### config.mk
export PLATFORM = sky130hd
export DESIGN_NAME = buck_sequencer
export DESIGN_NICKNAME = d
export VERILOG_FILES = /design/src/shared/buck_seq_pkg.sv /design/src/shared/conv_ctrl_if.sv /design/src/logic/buck_sequencer.sv /design/src/logic/pg_hold.sv /design/src/logic/phase_pwm.sv
export VERILOG_INCLUDE_DIRS = /design/src /design/src/shared
export SDC_FILE = /design/constraint.sdc
export NUM_CORES = 1
export LEC_CHECK = 0
export BUFFER_PORTS_ARGS = -buffer_cell sky130_fd_sc_hd__buf_4
export CAP_MARGIN = 30
export CORE_ASPECT_RATIO = 1.1
export CORE_MARGIN = 2
export CORE_UTILIZATION = 56
export CTS_CLUSTER_SIZE = 24
export DETAILED_ROUTE_END_ITERATION = 8
export HOLD_SLACK_MARGIN = 0.03
export PLACE_DENSITY = 0.82
export RECOVER_POWER = 50
export SKIP_LAST_GASP = 1
export SYNTH_ARGS = -nofsm -noshare
export SYNTH_HDL_FRONTEND = slang
export SYNTH_SLANG_ARGS = --single-unit
### constraint.sdc
create_clock -name clk_sys -period 2.2 [get_ports clk_sys]
set_clock_uncertainty 0.05 [all_clocks]
set_input_delay 0.44 -clock clk_sys [delete_from_list [all_inputs] [get_ports clk_sys]]
set_output_delay 0.44 -clock clk_sys [all_outputs]
set_load 0.02 [all_outputs]
### src/shared/buck_seq_map.svh
`ifndef BUCK_SEQ_MAP_SVH
`define BUCK_SEQ_MAP_SVH

// ----------------------------------------
// Timing, in microseconds and clock counts
// ----------------------------------------
`define CLK_MHZ            50
`define WAKE_US            420
`define WAKE_CYC           (`WAKE_US * `CLK_MHZ)
`define PG_HOLD_US         50000
`define PG_HOLD_CYC        (`PG_HOLD_US * `CLK_MHZ)
`define QUAL_US            5000
`define QUAL_CYC           (`QUAL_US * `CLK_MHZ)
`define THERM_SAFE_US      2000000
`define THERM_SAFE_CYC     (`THERM_SAFE_US * `CLK_MHZ)
`define STEP_US            500
`define STEP_CYC           (`STEP_US * `CLK_MHZ)

// ----------------------------------------
// Switching period and phase layout
// ----------------------------------------
`define SW_PERIOD          16
`define SW_MIN_PULSE       1
`define NUM_CONV           4

// ----------------------------------------
// Level select codes for converter 3
// ----------------------------------------
`define OUT3_LOW_CODE      1'b0
`define OUT3_HIGH_CODE     1'b1

`endif

### src/shared/buck_seq_pkg.sv
package buck_seq_pkg;
  typedef enum logic [1:0] {
    SEQ_OFF,
    SEQ_WAKE,
    SEQ_RUN
  } seq_state_e;

  typedef enum logic [1:0] {
    FLT_NONE,
    FLT_WARN,
    FLT_DOWN,
    FLT_RESTART
  } fault_state_e;

  typedef logic [3:0] conv_vec_t;
endpackage : buck_seq_pkg

### src/shared/conv_ctrl_if.sv
interface conv_ctrl_if;
  buck_seq_pkg::conv_vec_t run;
  buck_seq_pkg::conv_vec_t pwm_pulse;

  modport src (output run, input pwm_pulse);
  modport pwm (input run, output pwm_pulse);
endinterface : conv_ctrl_if

### src/logic/buck_sequencer.sv
// How it works
// - First enable from shutdown waits the wake-up delay, then starts that converter.
// - With any converter active, a newly enabled one starts at once.
// - Power good rises once the output reaches the upper good threshold.
// - Power good falls when the output drops below the lower threshold.
// - Every power-good low lasts at least the hold time.
// - Enable low drops power good and stops the converter at once.
// - Discharge pull-down is on only while that enable is low.
// - All enables low returns to shutdown; next enable waits again.
// - Forced PWM: a minimum pulse every switching cycle.
// - High-side turn-ons of the four converters are phase staggered.
// - Level select low picks converter 3's low target, high the high.
// - Thermal trip drops all power good, then stops converters after lead time.
// - After thermal recovery, wait the safety delay before restart.
// - Thermal restart runs converters 1 to 4 with fixed spacing.
// - Input under-voltage drops all power good at once.
// - Under-voltage lasting the qualification time stops all converters.
// - Medium under-voltage: power good returns after hold and settled output.
// - Short under-voltage keeps converters running, power good held full time.
// - After under-voltage shutdown, restart 1 to 4 with fixed spacing.
// - Over-voltage drops power good; lasting qualification time stops converters.
// - Over-voltage restart below recovery level, 1 to 4 with fixed spacing.
// - Medium over-voltage: power good returns after hold and settled output.
// - Short over-voltage keeps converters running, power good held full time.
`include "buck_seq_map.svh"

module buck_sequencer #(
  parameter int WAKE_CYC       = `WAKE_CYC,
  parameter int HOLD_CYC       = `PG_HOLD_CYC,
  parameter int QUAL_CYC       = `QUAL_CYC,
  parameter int THERM_SAFE_CYC = `THERM_SAFE_CYC,
  parameter int STEP_CYC       = `STEP_CYC
) (
  input  wire logic       clk_sys,
  input  wire logic       rst_n,
  input  wire logic [3:0] converter_enable,
  input  wire logic [3:0] feedback_hi,
  input  wire logic [3:0] feedback_lo,
  input  wire logic       out3_level_select,
  input  wire logic       thermal_trip,
  input  wire logic       input_low_lockout,
  input  wire logic       input_high_guard,
  output logic      [3:0] converter_on,
  output logic      [3:0] switch_pulse,
  output logic      [3:0] discharge_on,
  output logic      [3:0] power_good_out,
  output logic            out3_level
);
  // ----------------------------------------
  // Input synchronisers
  // ----------------------------------------
  localparam int NS = 15;
  logic [NS-1:0] sync_a;
  logic [NS-1:0] sync_b;
  always_ff @(posedge clk_sys or negedge rst_n) begin
    if (!rst_n) begin
      sync_a <= '0;
      sync_b <= '0;
    end else begin
      sync_a <= {converter_enable, feedback_hi, feedback_lo, out3_level_select,
                 thermal_trip, input_low_lockout};
      sync_b <= sync_a;
    end
  end
  logic ovp_a;
  logic ovp_s;
  always_ff @(posedge clk_sys or negedge rst_n) begin
    if (!rst_n) begin
      ovp_a <= 1'b0;
      ovp_s <= 1'b0;
    end else begin
      ovp_a <= input_high_guard;
      ovp_s <= ovp_a;
    end
  end
  wire [3:0] en_s  = sync_b[14:11];
  wire [3:0] fhi_s = sync_b[10:7];
  wire [3:0] flo_s = sync_b[6:3];
  wire       sel_s = sync_b[2];
  wire       tsd_s = sync_b[1];
  wire       uv_s  = sync_b[0];
  // Supply faults are handled alike; the thermal path has its own restart safety delay
  wire       sup_s = uv_s || ovp_s;

  // ----------------------------------------
  // Wake-up sequencing
  // ----------------------------------------
  buck_seq_pkg::seq_state_e seq;
  buck_seq_pkg::seq_state_e next_seq;
  logic [$clog2(WAKE_CYC+1)-1:0] wake_cnt;
  wire any_en   = |en_s;
  wire wake_end = (wake_cnt == '0);

  always_comb begin
    next_seq = seq;
    unique case (seq)
      buck_seq_pkg::SEQ_OFF:  if (any_en) next_seq = buck_seq_pkg::SEQ_WAKE;
      buck_seq_pkg::SEQ_WAKE: if (!any_en) next_seq = buck_seq_pkg::SEQ_OFF;
                              else if (wake_end) next_seq = buck_seq_pkg::SEQ_RUN;
      buck_seq_pkg::SEQ_RUN:  if (!any_en) next_seq = buck_seq_pkg::SEQ_OFF;
    endcase
  end

  always_ff @(posedge clk_sys or negedge rst_n) begin
    if (!rst_n) begin
      seq      <= buck_seq_pkg::SEQ_OFF;
      wake_cnt <= $bits(wake_cnt)'(WAKE_CYC);
    end else begin
      seq <= next_seq;
      if (seq != buck_seq_pkg::SEQ_WAKE) wake_cnt <= $bits(wake_cnt)'(WAKE_CYC);
      else if (!wake_end) wake_cnt <= wake_cnt - 1'b1;
    end
  end

  // ----------------------------------------
  // Fault handling
  // ----------------------------------------
  buck_seq_pkg::fault_state_e flt;
  buck_seq_pkg::fault_state_e next_flt;
  localparam int FW = $clog2(THERM_SAFE_CYC + 1);
  logic [FW-1:0] flt_cnt;
  logic [1:0]    step_idx;
  logic          by_therm;
  wire fault_now = tsd_s || sup_s;
  wire cnt_zero  = (flt_cnt == '0);
  wire last_step = (step_idx == 2'd3);

  always_comb begin
    next_flt = flt;
    unique case (flt)
      buck_seq_pkg::FLT_NONE:    if (fault_now) next_flt = buck_seq_pkg::FLT_WARN;
      // Short supply faults end here with converters left running
      buck_seq_pkg::FLT_WARN:    if (!fault_now)
                                   next_flt = buck_seq_pkg::FLT_NONE;
                                 else if (cnt_zero) next_flt = buck_seq_pkg::FLT_DOWN;
      buck_seq_pkg::FLT_DOWN:    if (!fault_now && cnt_zero)
                                   next_flt = buck_seq_pkg::FLT_RESTART;
      buck_seq_pkg::FLT_RESTART: if (fault_now) next_flt = buck_seq_pkg::FLT_DOWN;
                                 else if (last_step && cnt_zero)
                                   next_flt = buck_seq_pkg::FLT_NONE;
    endcase
  end

  always_ff @(posedge clk_sys or negedge rst_n) begin
    if (!rst_n) begin
      flt      <= buck_seq_pkg::FLT_NONE;
      flt_cnt  <= '0;
      step_idx <= '0;
      by_therm <= 1'b0;
    end else begin
      flt <= next_flt;
      unique case (next_flt)
        buck_seq_pkg::FLT_NONE: begin
          flt_cnt  <= FW'(QUAL_CYC);
          step_idx <= '0;
        end
        buck_seq_pkg::FLT_WARN: begin
          if (flt == buck_seq_pkg::FLT_NONE) begin
            flt_cnt <= FW'(QUAL_CYC - 1);
          end else begin
            flt_cnt <= flt_cnt - 1'b1;
          end
          by_therm <= tsd_s;
        end
        buck_seq_pkg::FLT_DOWN: begin
          step_idx <= '0;
          if (tsd_s) by_therm <= 1'b1;
          if (fault_now) flt_cnt <= by_therm || tsd_s ? FW'(THERM_SAFE_CYC) : '0;
          else if (!cnt_zero) flt_cnt <= flt_cnt - 1'b1;
        end
        buck_seq_pkg::FLT_RESTART: begin
          if (flt != buck_seq_pkg::FLT_RESTART || cnt_zero) begin
            flt_cnt <= FW'(STEP_CYC - 1);
            if (flt == buck_seq_pkg::FLT_RESTART) begin
              step_idx <= step_idx + 1'b1;
            end
          end else begin
            flt_cnt <= flt_cnt - 1'b1;
          end
        end
      endcase
    end
  end

  // Quiet time since the last fault cycle, saturating at the safety delay
  logic [FW-1:0] calm_cnt;
  always_ff @(posedge clk_sys or negedge rst_n) begin
    if (!rst_n) begin
      calm_cnt <= '0;
    end else if (fault_now) begin
      calm_cnt <= '0;
    end else if (calm_cnt != FW'(THERM_SAFE_CYC)) begin
      calm_cnt <= calm_cnt + 1'b1;
    end
  end

  // Converters let back on during ordered restart: 1 then 2 then 3 then 4
  wire [3:0] restart_mask = (flt == buck_seq_pkg::FLT_DOWN) ? 4'h0 :
                            (flt == buck_seq_pkg::FLT_RESTART) ?
                              4'((5'h2 << step_idx) - 5'h1) : 4'hf;
  wire [3:0] pg_force     = ~en_s | {4{fault_now || flt != buck_seq_pkg::FLT_NONE}};

  // ----------------------------------------
  // Converter run, discharge and level
  // ----------------------------------------
  // Wake is skipped whenever a converter is already running
  wire       awake       = (seq == buck_seq_pkg::SEQ_RUN) || |converter_on;
  wire [3:0] next_on     = en_s & restart_mask & {4{awake || wake_end && any_en}};

  always_ff @(posedge clk_sys or negedge rst_n) begin
    if (!rst_n) begin
      converter_on <= '0;
      discharge_on <= 4'hf;
      out3_level   <= `OUT3_LOW_CODE;
    end else begin
      converter_on <= next_on;
      discharge_on <= ~en_s;
      out3_level   <= sel_s ? `OUT3_HIGH_CODE : `OUT3_LOW_CODE;
    end
  end

  conv_ctrl_if cc ();
  assign cc.run = converter_on;
  phase_pwm #(.PERIOD(`SW_PERIOD)) u_pwm (
    .clk_sys (clk_sys),
    .rst_n   (rst_n),
    .cc      (cc)
  );
  assign switch_pulse = cc.pwm_pulse;

  // ----------------------------------------
  // Power good per converter
  // ----------------------------------------
  genvar g;
  generate
    for (g = 0; g < `NUM_CONV; g++) begin : g_pg
      pg_hold #(.HOLD_CYC(HOLD_CYC)) u_pg (
        .clk_sys   (clk_sys),
        .rst_n     (rst_n),
        .force_low (pg_force[g] || !converter_on[g]),
        .above_hi  (fhi_s[g]),
        .below_lo  (!flo_s[g]),
        .pg        (power_good_out[g])
      );
    end
  endgenerate

  // ----------------------------------------
  // Hold-time watch
  // ----------------------------------------
  // Counted apart from the hold counter, so a broken reload still shows
  localparam int HW = $clog2(HOLD_CYC + 1);
  generate
    for (g = 0; g < `NUM_CONV; g++) begin : g_watch
      logic [HW-1:0] low_run;
      always_ff @(posedge clk_sys or negedge rst_n) begin
        if (!rst_n) begin
          low_run <= '0;
        end else if (power_good_out[g]) begin
          low_run <= '0;
        end else if (low_run != HW'(HOLD_CYC)) begin
          low_run <= low_run + 1'b1;
        end
      end
      a_hold_full : assert property (@(posedge clk_sys) disable iff (!rst_n)
        $rose(power_good_out[g]) |-> low_run == HW'(HOLD_CYC))
        else $error("power good low shorter than hold time");
    end
  endgenerate

  // ----------------------------------------
  // Checks
  // ----------------------------------------
  a_disch_follow : assert property (@(posedge clk_sys) disable iff (!rst_n)
    discharge_on == ~$past(en_s))
    else $error("discharge not tied to enable");
  a_off_no_dis : assert property (@(posedge clk_sys) disable iff (!rst_n)
    (converter_on & discharge_on) == 4'h0)
    else $error("converter on while discharging");
  a_fault_pg : assert property (@(posedge clk_sys) disable iff (!rst_n)
    fault_now |-> ##2 power_good_out == 4'h0)
    else $error("power good high during fault");
  a_down_off : assert property (@(posedge clk_sys) disable iff (!rst_n)
    flt == buck_seq_pkg::FLT_DOWN |=> converter_on == 4'h0)
    else $error("converter on during fault shutdown");
  a_order_one : assert property (@(posedge clk_sys) disable iff (!rst_n)
    flt == buck_seq_pkg::FLT_RESTART && step_idx == 2'd0 |=> !converter_on[1])
    else $error("restart order broken");
  a_level_sel : assert property (@(posedge clk_sys) disable iff (!rst_n)
    out3_level == $past(sel_s))
    else $error("converter 3 level wrong");
  a_off_state : assert property (@(posedge clk_sys) disable iff (!rst_n)
    seq == buck_seq_pkg::SEQ_OFF |=> converter_on == 4'h0)
    else $error("converter on in shutdown");
  a_wake_wait : assert property (@(posedge clk_sys) disable iff (!rst_n)
    seq == buck_seq_pkg::SEQ_OFF ##1 any_en |=> converter_on == 4'h0)
    else $error("converter started without wake delay");
  a_wake_skip : assert property (@(posedge clk_sys) disable iff (!rst_n)
    seq == buck_seq_pkg::SEQ_RUN && flt == buck_seq_pkg::FLT_NONE
      |=> converter_on == $past(en_s))
    else $error("enabled converter not started at once");
  a_therm_wait : assert property (@(posedge clk_sys) disable iff (!rst_n)
    flt == buck_seq_pkg::FLT_DOWN && by_therm ##1 flt == buck_seq_pkg::FLT_RESTART
      |-> calm_cnt == FW'(THERM_SAFE_CYC))
    else $error("thermal restart before safety delay");
endmodule : buck_sequencer

### src/logic/pg_hold.sv
`include "buck_seq_map.svh"

module pg_hold #(
  parameter int HOLD_CYC = `PG_HOLD_CYC
) (
  input  wire logic clk_sys,
  input  wire logic rst_n,
  input  wire logic force_low,
  input  wire logic above_hi,
  input  wire logic below_lo,
  output logic      pg
);
  logic [$clog2(HOLD_CYC+1)-1:0] cnt;
  wire  hold_done = (cnt == '0);

  // Any drop restarts the hold window
  always_ff @(posedge clk_sys or negedge rst_n) begin
    if (!rst_n) begin
      cnt <= $bits(cnt)'(HOLD_CYC);
      pg  <= 1'b0;
    end else if (force_low || (pg && below_lo)) begin
      cnt <= $bits(cnt)'(HOLD_CYC);
      pg  <= 1'b0;
    end else if (!pg) begin
      if (!hold_done) cnt <= cnt - 1'b1;
      pg <= hold_done && above_hi;
    end
  end

  a_hold_min : assert property (@(posedge clk_sys) disable iff (!rst_n)
    $fell(pg) |-> !pg [*8])
    else $error("power good released before hold time");
  a_drop_low : assert property (@(posedge clk_sys) disable iff (!rst_n)
    force_low |=> !pg)
    else $error("power good not pulled low");
endmodule : pg_hold

### src/logic/phase_pwm.sv
`include "buck_seq_map.svh"

module phase_pwm #(
  parameter int PERIOD = `SW_PERIOD
) (
  input  wire logic   clk_sys,
  input  wire logic   rst_n,
  conv_ctrl_if.pwm    cc
);
  logic [$clog2(PERIOD)-1:0] phase;

  always_ff @(posedge clk_sys or negedge rst_n) begin
    if (!rst_n) begin
      phase <= '0;
    end else if (phase == $bits(phase)'(PERIOD - 1)) begin
      phase <= '0;
    end else begin
      phase <= phase + 1'b1;
    end
  end

  // Forced PWM: one minimum pulse per cycle, even at no load
  genvar g;
  generate
    for (g = 0; g < `NUM_CONV; g++) begin : g_ph
      localparam int OFFS = g * PERIOD / `NUM_CONV;
      logic pulse;
      always_ff @(posedge clk_sys or negedge rst_n) begin
        if (!rst_n) begin
          pulse <= 1'b0;
        end else begin
          pulse <= cc.run[g] && (phase == $bits(phase)'(OFFS));
        end
      end
      assign cc.pwm_pulse[g] = pulse;
    end
  endgenerate

  a_phase_apart : assert property (@(posedge clk_sys) disable iff (!rst_n)
    $onehot0(cc.pwm_pulse))
    else $error("two high-side turn-ons coincide");
endmodule : phase_pwm

==> flow_summary.toml <==
[synthesis]
yosysUniqueCellTypes = 68
syn_area_um2 = 9500
synth-seq-cells = 190
seq_area_frac_synth_pct = 50.6
ys_async_sr_fraction_pct = 100
synth.avg_cell_area_um2 = 10.0
synth_warnings = 0
ys.flop_type = "dfrtp_1"
synthCells = 950
synth_edf_count = 0
synth_nets = 984

[routing]
drt_iter0_drc = 703
wl_per_cell_um = 17.7
drt-total-wl_mm = 23.3
drc = 0
avgViaCountPerCell = 6.21
detail-route-antenna-nets = 0
dr.pass1.iters = 8
vias = 8178

[die]
die_w_um = 128
die-area_um2 = 18000
core_um2 = 16500
start_util_pct = 57.6
rows = 49
die_y_um = 141
io_pins = 35

[cells_and_area]
layout-area-overhead-vs-synth_pct = 27.1
register_area_um2 = 4810
drive_gt1_share_pct = 32.8
diodes = 0
nets = 1134
multi_input_area_um2 = 4920
fill_cells = 1022

[timing]
slew_headroom_pct = 34.0
finalWorstPathRequiredPeriod_ns = 2.32
drv_slew = 0
finalHoldViolCount = 0
setup_viol = 15
max_slew.worst_pin.slew_ns = 0.990
setup_tns_ns = -0.485
layout_setup_ws_ns = -0.121
worst_hold_slack_ns = 0.0699
fmax_ghz = 0.431
min_period_over_period_pct = 105
grt_setup_unrepaired = "true"

[clock_tree]
cts_buffer_depth = 2
htreeDepth = 4
clock-root-buffer = "clkbuf_16"
cts_sinks = 190
cts_buffers = 17
tritoncts = "done"
clk_latency_ns = 0.44
path_clk_slew_ns = 0.07

[placement]
place_hpwl_mm = 14.7
gp_congestion = 0.881
numPortBuffers = 34

[critical_path]
reg2reg_from = "flt_cnt[18]"
critPathRequiredTime_ns = 2.46
crit_chain = "or4_4 -> nand2b_4 -> or3_2 -> o21ai_0 -> a31oi_1"
rrSetupSlack_ns = -0.12
cp_max_fo = 4
slowest_delay_ns = 0.58
critPathKind = "flip-flop to flip-flop"
reg2reg_depth = 5
crit_arrival_ns = 2.58
end_kind = "flip-flop"
worstSetupStartpointType = "flip-flop"
r2r_end = "flt_cnt[13]"
startpoint = "flt_cnt[18]"
cp-endpoint = "flt_cnt[13]"
slowest_stage = "or3_2"

[pwr]
power_leakage_nw = 4.96
p_per_area_nw_per_um2 = 665
vdd_ir_drop_max_uv = 602

[run_status]
violations = "setup timing"
status = "finished, violations left"

[global_route]
grt_remaining_overflow = 0
grt_max_degree = 75
first_global_vias = 7876
grt_antenna_before_repair = 0
grt_usage_pct = 25.6
grt_pass1_wl_mm = 37.4

[flow_run]
cap_violations = 0

[worst_hold_path]
hp-class = "input port to flip-flop"
-- through the flow --
step / cell area (um^2) / utilization [%] / total power [W] / worst slack [ns] / instances
after floorplan: 9610 / - / 0.00455 / -0.0311 / 950
after global placement: 10800 / 65.6 / 0.00488 / -0.0283 / 1257
after detailed placement: 10800 / 65.6 / 0.00492 / -0.0983 / 1257
after CTS: 11600 / 70.6 / 0.00801 / -0.116 / 1300
after global routing: 12100 / 73.2 / 0.00836 / -0.159 / 1317
final: 12100 / 73.2 / 0.00803 / -0.121 / 1317
-- synth_stat cells (all sizes together) (8+ instances only) --
cell type	count	area, um^2
dfstp	40	1050
nor2b	8	50.1
buf	14	95.1
nor3	40	205
and2	15	93.8
or3	38	238
o31ai	15	113
nor4b	9	106
a31oi	10	62.6
dfrtp	150	3750
o41ai	9	78.8
ha	16	200
or4	39	304
a21oi	44	220
clkbuf	32	120
nand3	31	155
xnor2	37	324
nand4	10	62.6
xor2	22	193
mux2i	10	100
nand2b	8	50.1
inv	30	113
nor2	85	319
or2	9	56.3
nand2	53	199
nor4	34	231
o21ai	52	260
-- cell families (layout without fill, tap and decap cells) --
kind of cell             after synthesis  in the layout  share of synthesized area, %
buffers and inverters                 76            237                          3.45
XOR/XNOR                              59             59                          5.44
adder cells (fa/ha/maj)               16             16                          2.11
flip-flops                           190            190                          50.6
multiplexers                          10             10                          1.05
AO/OA/AOI/OAI                        177            178                          11.8
AND/OR/NAND/NOR                      422            423                          25.6
-- critical path: cells and delay by family (launching register included) --
family	cells	cell delay [ns]
AOI/OAI and AO/OA	2	0.43
DFF	1	0.38
and+or+nand+nor	3	1.32
-- flip-flops by register name, summed over array words and instances, names as in the netlist, 4 cells and up --
name              flops
discharge_on          4
g_pg.u_pg.cnt        88
u_pwm.phase           4
converter_on          4
wake_cnt             15
u_pwm.g_ph.pulse      4
sync_a               15
g_pg.u_pg.pg          4
flt_cnt              27
sync_b               15
-- timing repair --
action | in CTS | in global routing
endpoints found under the hold margin | 52 | 0
gates cloned | 2 | 3
gates resized for setup | 41 | 84
endpoints found under the setup margin | 71 | 107
pin swaps | 12 | 35
setup buffers | 9 | 15
hold buffers | 1 | 0
-- cell usage in the layout, fill, tap and decap left out, drive strengths merged, types with 39 or more instances in the layout --
cell type,Yosys,routed
or4,39,39
o21ai,52,53
nor3,40,40
dfrtp,150,150
nand2,53,53
a21oi,44,44
buf,14,151
dfstp,40,40
nor2,85,85
clkbuf,32,42
or3,38,39
-- cell type report --
class	instances	share of cell area (%)
clock buffers	19	3.59
inverters	30	0.933
repair buffers	175	11.6
flip-flops and latches	190	39.8
multi-input cells	686	40.7
well taps	204	2.11
clock inverters	13	1.27
-- per-layer routing --
layer	up-vias	track usage, %	share of wire, %
met3	74	4.67	5.1
met5	-	0	0
li1	3783	-	-
met1	4051	33.7	41
met2	270	42.4	51
met4	0	9.25	3.2
-- where the power goes --
group / switching [W] / internal, W
registers: 0.000190 / 0.00370
clock network: 0.00140 / 0.00170
logic: 0.000549 / 0.000497
total: 0.00213 / 0.00590
-- how the worst min path moves through the flow --
stage                              startpoint    endpoint  slack (ns)  cells past startpoint
after global routing      converter_enable[2]  sync_a[13]        0.06                      1
after detailed placement                ovp_a       ovp_s        0.28                      0
final                     converter_enable[3]  sync_a[14]        0.07                      1
after floorplan                         rst_n    by_therm        0.09                      0
after CTS                      feedback_hi[1]   sync_a[8]        0.04                      1
after global placement              sync_a[0]   sync_b[0]        0.28                      0
No activity file was read; power rests on OpenSTA's default activity.
